==> src/pdc_consts.vh <==
`ifndef PDC_CONSTS_VH
`define PDC_CONSTS_VH

// Register addresses on the control port.
`define PDC_ADDR_REF_LOW      8'h54
`define PDC_ADDR_OUT_REF_HIGH 8'h55
`define PDC_ADDR_PRE_LOW      8'h56
`define PDC_ADDR_PRE_HIGH     8'h57
`define PDC_ADDR_PUMP         8'h58
`define PDC_ADDR_ENABLE       8'h59

// Power-on values of the six registers.
`define PDC_RST_REF_LOW       8'h00
`define PDC_RST_OUT_REF_HIGH  8'h48
`define PDC_RST_PRE_LOW       8'h78
`define PDC_RST_PRE_HIGH      8'h40
`define PDC_RST_PUMP          8'h12
`define PDC_RST_ENABLE        8'h41

// Field positions.
`define PDC_OUTDIV_MSB        7
`define PDC_OUTDIV_LSB        4
`define PDC_REFHI_MSB         1
`define PDC_REFHI_LSB         0
`define PDC_PREHI_MSB         3
`define PDC_PREHI_LSB         0
`define PDC_PUMP_BIAS_BIT     4
`define PDC_PUMP_LEVEL_MSB    3
`define PDC_PUMP_LEVEL_LSB    0
`define PDC_REFDIV_EN_BIT     4
`define PDC_LOOP_EN_BIT       1
`define PDC_UNUSED_BIT        7

// Write mask of the enable register: the unused top bit never stores.
`define PDC_ENABLE_WMASK      8'h7f

// Reference ratio that is not supported and the ratio used instead.
`define PDC_REF_BAD_RATIO     10'h002
`define PDC_REF_BAD_SUBST     10'h001

// Register index codes used by the address decoder.
`define PDC_IDX_REF_LOW       3'h0
`define PDC_IDX_OUT_REF_HIGH  3'h1
`define PDC_IDX_PRE_LOW       3'h2
`define PDC_IDX_PRE_HIGH      3'h3
`define PDC_IDX_PUMP          3'h4
`define PDC_IDX_ENABLE        3'h5
`define PDC_IDX_NONE          3'h7

`endif

==> src/pdc_top.v <==
// Notes on behaviour
// - Reference ratio is ten bits: low byte plus two bits of the next register.
// - Reference divides by N for 3 to 1023, undivided for 0 or 1.
// - Reference divider acts while its enable bit is set; once cleared, bypassed from its next wrap.
// - Divided reference, not the raw input, feeds the phase detector.
// - Output divider divides by 2 to 15, undivided for 0 or 1; resets to four.
// - Feedback prescaler ratio is twelve bits: low byte plus four high bits.
// - Prescaler divides oscillator by 2 to 4095, by one for 0 or 1.
// - Prescaler resets to 120: low byte 0x78, upper bits zero.
// - Pump bias bit: one self-biases from supply (default), zero uses bandgap.
// - Four-bit pump current field, about 25 uA per step, resets to two.
// - Loop runs only while its enable bit is set; cleared at reset.
// - Top bit of the enable register reads zero and ignores writes.
// - Converter clock is synthesizer output when source select is one, else input.
`timescale 1ns/1ps
`include "pdc_consts.vh"

module pdc_top (
  input  wire       I_CLK,                  // System clock, 100 MHz.
  input  wire       I_RESET,                // Synchronous reset, active high.
  input  wire       I_REG_WE,               // Register write strobe.
  input  wire       I_REG_RE,               // Register read strobe.
  input  wire [7:0] I_REG_ADDR,             // Register address.
  input  wire [7:0] I_REG_WDATA,            // Register write data.
  output reg  [7:0] O_REG_RDATA,            // Register read data.
  input  wire       I_REF_CLK,              // External reference clock pin.
  input  wire       I_VCO_CLK,              // Oscillator clock.
  input  wire       I_TIMING_SRC_PLL,       // Timing source select, one picks synthesizer.
  output reg        O_PFD_REF_CLK,          // Reference side of the phase detector.
  output reg        O_PFD_FB_CLK,           // Feedback side of the phase detector.
  output reg        O_PLL_OUT_CLK,          // Divided synthesizer output.
  output reg        O_CONV_CLK,             // Converter timing clock.
  output reg        O_LOOP_ENABLE,          // Synthesizer loop enable.
  output reg        O_PUMP_BIAS_SELF,       // Pump self-bias select.
  output reg  [3:0] O_PUMP_CURRENT_LEVEL,   // Pump current code.
  output reg  [7:0] O_FACTORY_BITS_ENABLE   // Raw enable register, factory bits included.
);

  // Register storage; factory bits are stored as plain read-write bits.
  reg  [7:0]  reg_ref_low;
  reg  [7:0]  reg_out_ref_high;
  reg  [7:0]  reg_pre_low;
  reg  [7:0]  reg_pre_high;
  reg  [7:0]  reg_pump;
  reg  [7:0]  reg_enable;

  wire [2:0]  wr_idx;
  wire [2:0]  rd_idx;
  wire        ref_level;
  wire        ref_rise;
  wire        vco_level;
  wire        vco_rise;
  wire [9:0]  ref_clock_divider;
  wire [9:0]  ref_ratio;
  wire [11:0] fb_ratio;
  wire [3:0]  vco_output_divider;
  wire        ref_divider_enable;
  wire        div_ref_clk;
  wire        div_fb_clk;
  wire        div_out_clk;

  // Maps a bus address to a register index; unmapped addresses give the none code.
  function [2:0] reg_index;
    input [7:0] addr;
    begin
      if (addr == `PDC_ADDR_REF_LOW) begin
        reg_index = `PDC_IDX_REF_LOW;
      end else if (addr == `PDC_ADDR_OUT_REF_HIGH) begin
        reg_index = `PDC_IDX_OUT_REF_HIGH;
      end else if (addr == `PDC_ADDR_PRE_LOW) begin
        reg_index = `PDC_IDX_PRE_LOW;
      end else if (addr == `PDC_ADDR_PRE_HIGH) begin
        reg_index = `PDC_IDX_PRE_HIGH;
      end else if (addr == `PDC_ADDR_PUMP) begin
        reg_index = `PDC_IDX_PUMP;
      end else if (addr == `PDC_ADDR_ENABLE) begin
        reg_index = `PDC_IDX_ENABLE;
      end else begin
        reg_index = `PDC_IDX_NONE;
      end
    end
  endfunction

  assign wr_idx = reg_index(I_REG_ADDR);
  assign rd_idx = reg_index(I_REG_ADDR);

  // Register writes; a write to an unmapped address is simply dropped.
  always @(posedge I_CLK) begin
    if (I_RESET) begin
      reg_ref_low      <= `PDC_RST_REF_LOW;
      reg_out_ref_high <= `PDC_RST_OUT_REF_HIGH;
      reg_pre_low      <= `PDC_RST_PRE_LOW;
      reg_pre_high     <= `PDC_RST_PRE_HIGH;
      reg_pump         <= `PDC_RST_PUMP;
      reg_enable       <= `PDC_RST_ENABLE;
    end else if (I_REG_WE) begin
      if (wr_idx == `PDC_IDX_REF_LOW) begin
        reg_ref_low <= I_REG_WDATA;
      end else if (wr_idx == `PDC_IDX_OUT_REF_HIGH) begin
        reg_out_ref_high <= I_REG_WDATA;
      end else if (wr_idx == `PDC_IDX_PRE_LOW) begin
        reg_pre_low <= I_REG_WDATA;
      end else if (wr_idx == `PDC_IDX_PRE_HIGH) begin
        reg_pre_high <= I_REG_WDATA;
      end else if (wr_idx == `PDC_IDX_PUMP) begin
        reg_pump <= I_REG_WDATA;
      end else if (wr_idx == `PDC_IDX_ENABLE) begin
        reg_enable <= I_REG_WDATA & `PDC_ENABLE_WMASK;
      end
    end
  end

  // Read data is registered and returned one cycle after the read strobe.
  // Unmapped addresses read as zero so software sees a defined value.
  always @(posedge I_CLK) begin
    if (I_RESET) begin
      O_REG_RDATA <= 8'h00;
    end else if (I_REG_RE) begin
      if (rd_idx == `PDC_IDX_REF_LOW) begin
        O_REG_RDATA <= reg_ref_low;
      end else if (rd_idx == `PDC_IDX_OUT_REF_HIGH) begin
        O_REG_RDATA <= reg_out_ref_high;
      end else if (rd_idx == `PDC_IDX_PRE_LOW) begin
        O_REG_RDATA <= reg_pre_low;
      end else if (rd_idx == `PDC_IDX_PRE_HIGH) begin
        O_REG_RDATA <= reg_pre_high;
      end else if (rd_idx == `PDC_IDX_PUMP) begin
        O_REG_RDATA <= reg_pump;
      end else if (rd_idx == `PDC_IDX_ENABLE) begin
        O_REG_RDATA <= reg_enable & `PDC_ENABLE_WMASK;
      end else begin
        O_REG_RDATA <= 8'h00;
      end
    end
  end

  // Ratio assembly from the split register fields.
  assign ref_clock_divider  = {reg_out_ref_high[`PDC_REFHI_MSB:`PDC_REFHI_LSB], reg_ref_low};
  assign fb_ratio           = {reg_pre_high[`PDC_PREHI_MSB:`PDC_PREHI_LSB], reg_pre_low};
  assign vco_output_divider = reg_out_ref_high[`PDC_OUTDIV_MSB:`PDC_OUTDIV_LSB];
  assign ref_divider_enable = reg_enable[`PDC_REFDIV_EN_BIT];

  // A disabled reference divider is fed ratio zero, which the divider passes straight through.
  // The unsupported ratio two is treated as undivided rather than left undefined.
  assign ref_ratio = !ref_divider_enable ? 10'h000 :
                     (ref_clock_divider == `PDC_REF_BAD_RATIO) ? `PDC_REF_BAD_SUBST :
                     ref_clock_divider;

  // Both clock pins are asynchronous to I_CLK and are synchronised before use.
  // Sampling limits each source to well below half of I_CLK.
  pdc_edge_sync u_ref_sync (
    .i_clk   (I_CLK),
    .i_reset (I_RESET),
    .i_pin   (I_REF_CLK),
    .o_level (ref_level),
    .o_rise  (ref_rise)
  );

  pdc_edge_sync u_vco_sync (
    .i_clk   (I_CLK),
    .i_reset (I_RESET),
    .i_pin   (I_VCO_CLK),
    .o_level (vco_level),
    .o_rise  (vco_rise)
  );

  // Reference divider sits between the input pin and the phase detector.
  pdc_divider #(
    .W (10)
  ) u_ref_div (
    .i_clk   (I_CLK),
    .i_reset (I_RESET),
    .i_edge  (ref_rise),
    .i_level (ref_level),
    .i_ratio (ref_ratio),
    .o_clk   (div_ref_clk)
  );

  // Feedback prescaler divides the oscillator for the detector's second input.
  pdc_divider #(
    .W (12)
  ) u_fb_div (
    .i_clk   (I_CLK),
    .i_reset (I_RESET),
    .i_edge  (vco_rise),
    .i_level (vco_level),
    .i_ratio (fb_ratio),
    .o_clk   (div_fb_clk)
  );

  // Output divider produces the synthesizer clock from the oscillator.
  pdc_divider #(
    .W (4)
  ) u_out_div (
    .i_clk   (I_CLK),
    .i_reset (I_RESET),
    .i_edge  (vco_rise),
    .i_level (vco_level),
    .i_ratio (vco_output_divider),
    .o_clk   (div_out_clk)
  );

  // Output stage; the synthesizer clocks are held low while the loop is off.
  always @(posedge I_CLK) begin
    if (I_RESET) begin
      O_PFD_REF_CLK         <= 1'b0;
      O_PFD_FB_CLK          <= 1'b0;
      O_PLL_OUT_CLK         <= 1'b0;
      O_CONV_CLK            <= 1'b0;
      O_LOOP_ENABLE         <= 1'b0;
      O_PUMP_BIAS_SELF      <= 1'b1;
      O_PUMP_CURRENT_LEVEL  <= 4'h2;
      O_FACTORY_BITS_ENABLE <= `PDC_RST_ENABLE;
    end else begin
      O_PFD_REF_CLK         <= reg_enable[`PDC_LOOP_EN_BIT] & div_ref_clk;
      O_PFD_FB_CLK          <= reg_enable[`PDC_LOOP_EN_BIT] & div_fb_clk;
      O_PLL_OUT_CLK         <= reg_enable[`PDC_LOOP_EN_BIT] & div_out_clk;
      O_CONV_CLK            <= I_TIMING_SRC_PLL ?
                               (reg_enable[`PDC_LOOP_EN_BIT] & div_out_clk) :
                               ref_level;
      O_LOOP_ENABLE         <= reg_enable[`PDC_LOOP_EN_BIT];
      O_PUMP_BIAS_SELF      <= reg_pump[`PDC_PUMP_BIAS_BIT];
      O_PUMP_CURRENT_LEVEL  <= reg_pump[`PDC_PUMP_LEVEL_MSB:`PDC_PUMP_LEVEL_LSB];
      O_FACTORY_BITS_ENABLE <= reg_enable & `PDC_ENABLE_WMASK;
    end
  end

endmodule // pdc_top

==> src/pdc_edge_sync.v <==
`timescale 1ns/1ps

// Brings an outside clock pin into the I_CLK domain and marks its rising edges.
module pdc_edge_sync (
  input  wire i_clk,    // System clock.
  input  wire i_reset,  // Synchronous reset, active high.
  input  wire i_pin,    // Asynchronous clock pin.
  output wire o_level,  // Synchronised level.
  output wire o_rise    // One-cycle pulse per rising edge.
);

  reg meta;
  reg stable;
  reg delayed;

  // The first stage feeds only the second stage, so no logic sees a metastable value.
  always @(posedge i_clk) begin
    if (i_reset) begin
      meta    <= 1'b0;
      stable  <= 1'b0;
      delayed <= 1'b0;
    end else begin
      meta    <= i_pin;
      stable  <= meta;
      delayed <= stable;
    end
  end

  // Edge detection looks only at the settled stages.
  assign o_level = stable;
  assign o_rise  = stable & ~delayed;

endmodule // pdc_edge_sync

==> src/pdc_divider.v <==
`timescale 1ns/1ps

// Integer clock divider counting rising edges of a sampled source clock.
module pdc_divider #(
  parameter W = 4
) (
  input  wire         i_clk,    // System clock.
  input  wire         i_reset,  // Synchronous reset, active high.
  input  wire         i_edge,   // Rising-edge pulse of the source clock.
  input  wire         i_level,  // Synchronised level of the source clock.
  input  wire [W-1:0] i_ratio,  // Requested ratio; 0 and 1 mean undivided.
  output reg          o_clk     // Divided clock level.
);

  localparam [W-1:0] ONE = 1;

  reg  [W-1:0] active;
  reg  [W-1:0] cnt;
  wire         bypass;
  wire [W-1:0] half;
  wire         wrap;

  // Ratios of 0 and 1 pass the source through; the high phase takes the larger half.
  assign bypass = (active <= ONE);
  assign half   = active - (active >> 1);
  assign wrap   = bypass || (cnt == active - ONE);

  // A new ratio is only taken at a wrap, so no output period is ever cut short.
  always @(posedge i_clk) begin
    if (i_reset) begin
      active <= {W{1'b0}};
      cnt    <= {W{1'b0}};
      o_clk  <= 1'b0;
    end else begin
      if (i_edge) begin
        if (wrap) begin
          cnt    <= {W{1'b0}};
          active <= i_ratio;
        end else begin
          cnt <= cnt + ONE;
        end
      end
      o_clk <= bypass ? i_level : (cnt < half);
    end
  end

endmodule // pdc_divider

==> config.mk <==
export PLATFORM = sky130hd
export DESIGN_NAME = pdc_top
export DESIGN_NICKNAME = d
export VERILOG_FILES = /design/src/pdc_top.v /design/src/pdc_edge_sync.v /design/src/pdc_divider.v
export VERILOG_INCLUDE_DIRS = /design/src
export SDC_FILE = /design/constraint.sdc
export NUM_CORES = 1
export LEC_CHECK = 0
export ABC_AREA = 1
export BUFFER_PORTS_ARGS = -buffer_cell sky130_fd_sc_hd__buf_4
export CAP_MARGIN = 10
export CORE_MARGIN = 2
export CORE_UTILIZATION = 43
export CTS_BUF_LIST = sky130_fd_sc_hd__clkbuf_8
export DETAILED_ROUTE_END_ITERATION = 6
export GPL_TIMING_DRIVEN = 0
export PLACE_DENSITY = 0.68
export SLEW_MARGIN = 20
export SYNTH_ARGS = -nofsm -noshare
export SYNTH_HDL_FRONTEND = slang
export SYNTH_SLANG_ARGS = --single-unit
==> constraint.sdc <==
create_clock -name I_CLK -period 3.58 [get_ports I_CLK]
set_input_delay 0.358 -clock I_CLK [delete_from_list [all_inputs] [get_ports I_CLK]]
set_output_delay 0.358 -clock I_CLK [all_outputs]
set_load 0.03 [all_outputs]
==> run_results.csv <==
group,metric,value,unit
route,drtAntennaViolNets,0,
worst_setup_path,crit_path_end_kind,"flop",
cts,cts_tree,"done",
floorplanning,coreArea,18800,um2
synthesis,syn-num-nets,1225,
route,wirelength,20800,um
worst_setup_path,cp_max_fo,4,
route,dr.pass1.iters,6,
worst_setup_path,crit_slowest_cell,"dfxtp_1",
layout,finalNonFillerCells,1431,
worst_setup_path,crit_end,"u_fb_div.o_clk$_SDFF_PP0_",
synthesis,synth_edf_count,0,
worst_setup_path,crit_chain,"inv_1 > ha_1 > inv_1 > nand2_1 > nand2_1 > a31oi_1 > o21ai_0 > nand2_1 > nand2_1 > a21oi_1 > xor2_1 > ha_1 > a21oi_1 > o21ai_0 > a21oi_1 > nand4_1 > o21ai_0",
timing,fin_worst_skew,10.8,ps
timing,final-setup-viol-count,0,
synthesis,yosysTopAreaCellShare,32.0,%
worst_setup_path,cp-startpoint,"u_fb_div.active[2]$_SDFFE_PP0P_",
worst_setup_path,start_kind,"flop",
cts,clk_path_buf_depth,2,
synthesis,synthTopCellsByCount,"nand2_1, inv_1, nor2_1",
layout,area_growth,13.0,%
place,dp_slack,395,ps
worst_setup_path,path_common_cell,"nand2_1",
place,place.gp.congestion,0.946,
layout,fin_area,9330,um2
synthesis,ys_warn_count,0,
timing,rsz0062_at_grt,"no",
layout,num-nets-final,1290,
worst_setup_path,max_stage_delay,420,ps
power_and_ir_drop,leakage,4.00,nW
worst_setup_path,rr_worst_depth,17,
timing,fmax,0.309,GHz
synthesis,synth-seq-area-share,32.0,%
power_and_ir_drop,p_per_area,445,nW/um2
synthesis,synth.cell_area,8260,um2
worst_setup_path,path_class,"reg2reg",
synthesis,synthTopCellsByArea,"dfxtp_1, ha_1, nand2_1, inv_1, nor2_1",
timing,finalSetupTns,0,ps
route,drc,0,
timing,fin_crit,3240,ps
layout,drive_above_1_share,12.5,%
cts,cts_sinks,132,
cts,ctsHoldBuffers,0,
global_route,grt_remaining_overflow,0,
cts,post_cts_buffers,0,
timing,post-route-worst-setup-slack,344,ps
power_and_ir_drop,p_total,4.15,mW
cts,htreeDepth,4,
timing,relSlewSlack,49.6,%
cts,cts_root_buf,"clkbuf_8",
route,dr_total_vias,7303,
synthesis,synth_most_common_cell,"nand2_1",
global_route,grt_pass1_wl,33300,um
floorplanning,die_w,143,um
place,io_buffers,46,
route,vias_per_cell,5.10,
hold_path,holdCritPathClass,"in2reg",
timing,period_share,90.4,%
route,drt_iter0_drc,511,
timing,hold_viol,0,
global_route,grt_max_degree,17,
synthesis,syn_inst,1119,
place,dp_hpwl,16200,um
outcome,status,"completed",
worst_setup_path,arrival,3590,ps
worst_setup_path,reg2reg_slack,340,ps
power_and_ir_drop,ir_worst_vdd,0.230,mV
global_route,antenna_found_initial,0,
worst_setup_path,cp.required,3940,ps
synthesis,synth_top_cell_by_area,"dfxtp_1",
worst_setup_path,r2r_start,"u_fb_div.active[2]$_SDFFE_PP0P_",
cts,cts_buffers,17,
floorplanning,die-area,20300,um2
floorplanning,die_h,143,um
global_route,grt_usage,20.6,%
timing,maxSlewViolCount,0,
place,dpl.cell_count,1399,
worst_setup_path,r2r-end,"u_fb_div.o_clk$_SDFF_PP0_",
floorplanning,io_pins,49,
floorplanning,rows,50,
cts,clk_latency,440,ps
route,routedWlPerCell,14.6,um
global_route,grt_pass1_vias,6759,
floorplanning,start_util,44.0,%
synthesis,synth-seq-cells,132,
synthesis,synth_cell_types,47,
timing,tightestPinTransition,756,ps
synthesis,ys_async_sr_fraction,0,%
synthesis,synth-main-ff-cell,"dfxtp_1",
place,post_dp_cell_area,8890,um2
layout,n_antenna_cell,0,
cts,cts.clk_slew.worst_paths,70,ps
flow_run,maxCapViolations,0,
synthesis,synth.avg_cell_area,7.38,um2
cts,cts_resized,0,
-- final cells by class --
cell class              count  area [um2]
repair buffers             46         345
clock inverters            14         186
fillers                  1859        9440
flip-flops and latches    132        2640
plain buffers              29         185
multi-input cells         797        4820
inverters                 161         606
clock buffers              18         248
well taps                 234         293
-- critical path, delay by kind of cell, from the launching register on --
family,cells,cell delay (ps)
flops,1,420
compound gates,7,1330
xor+xnor,1,190
simple gates,5,390
fa+ha+maj,2,610
buf+inv,2,210
-- worst min path at each step --
stage	startpoint	endpoint	slack [ps]	depth (start not counted)
final	I_VCO_CLK	u_vco_sync.meta$_SDFF_PP0_	130	3
after global routing	I_REF_CLK	u_ref_sync.meta$_SDFF_PP0_	130	3
after CTS	I_VCO_CLK	u_vco_sync.meta$_SDFF_PP0_	100	3
after detailed placement	u_vco_sync.meta$_SDFF_PP0_	u_vco_sync.o_level$_SDFF_PP0_	410	2
after global placement	u_vco_sync.meta$_SDFF_PP0_	u_vco_sync.o_level$_SDFF_PP0_	400	2
after floorplan	u_ref_sync.meta$_SDFF_PP0_	u_ref_sync.o_level$_SDFF_PP0_	390	2
-- stage by stage --
stage          hold slack (ps)  util [%]
2_1_floorplan              388         -
3_3_place_gp               403      47.4
3_5_place_dp               405      47.4
4_1_cts                   98.6      49.7
5_1_grt                    134      49.7
6_report                   130      49.7
-- where the power goes --
group | internal, mW | switching, mW
registers | 1.50 | 0.0397
clock network | 0.773 | 0.604
logic | 0.480 | 0.754
total | 2.76 | 1.40
-- registers in the layout, summed over array words and instances, names as in the netlist, 4 cells and up --
register / count
u_fb_div.active: 12
u_ref_div.cnt: 10
O_REG_RDATA: 8
u_ref_div.active: 10
reg_ref_low: 8
reg_pre_high: 8
reg_pump: 8
u_out_div.cnt: 4
reg_pre_low: 8
u_out_div.active: 4
O_PUMP_CURRENT_LEVEL: 4
O_FACTORY_BITS_ENABLE: 7
reg_out_ref_high: 8
u_fb_div.cnt: 12
reg_enable: 7
-- cells in the final DEF, fill, tap and decap left out, types with 4 or more instances in the layout --
cell         n
nand3_1     57
o211ai_1     9
xnor2_1     15
nor2_4       5
o21ai_0     57
a21boi_0     4
nand2_1    185
inv_1      151
nand3b_1     6
a211oi_1    11
xor2_1      40
nor2_1     146
nand2_2     12
ha_1        80
buf_4       49
buf_2        4
a21oi_1     89
o22ai_1     10
nor3_1       7
dfxtp_1    132
clkbuf_8    18
clkbuf_1    13
inv_2       11
nand4_1     17
bufinv_16    4
a211oi_2    11
-- cells by family (layout without fill, tap and decap cells) --
kind of cell | after synthesis | in the layout | synth area share (%)
mux | 1 | 1 | 0.136
fa+ha+maj | 83 | 83 | 12.9
simple gates | 454 | 454 | 24.9
buf+inv | 190 | 268 | 9.58
compound gates | 203 | 203 | 14.7
xor+xnor | 55 | 55 | 5.83
flops | 132 | 132 | 32.0
other cells | 1 | 1 | 0.0454
-- layer usage --
layer  vias to the layer above  GRT usage, %  wire length (um)
met4                         0          7.03               477
met5                         -             0                 0
met3                        42          3.70               970
met1                      3302          27.3              9960
li1                       3773             -                 -
met2                       186          34.0              9420
Power figures use the tool's default switching activity.
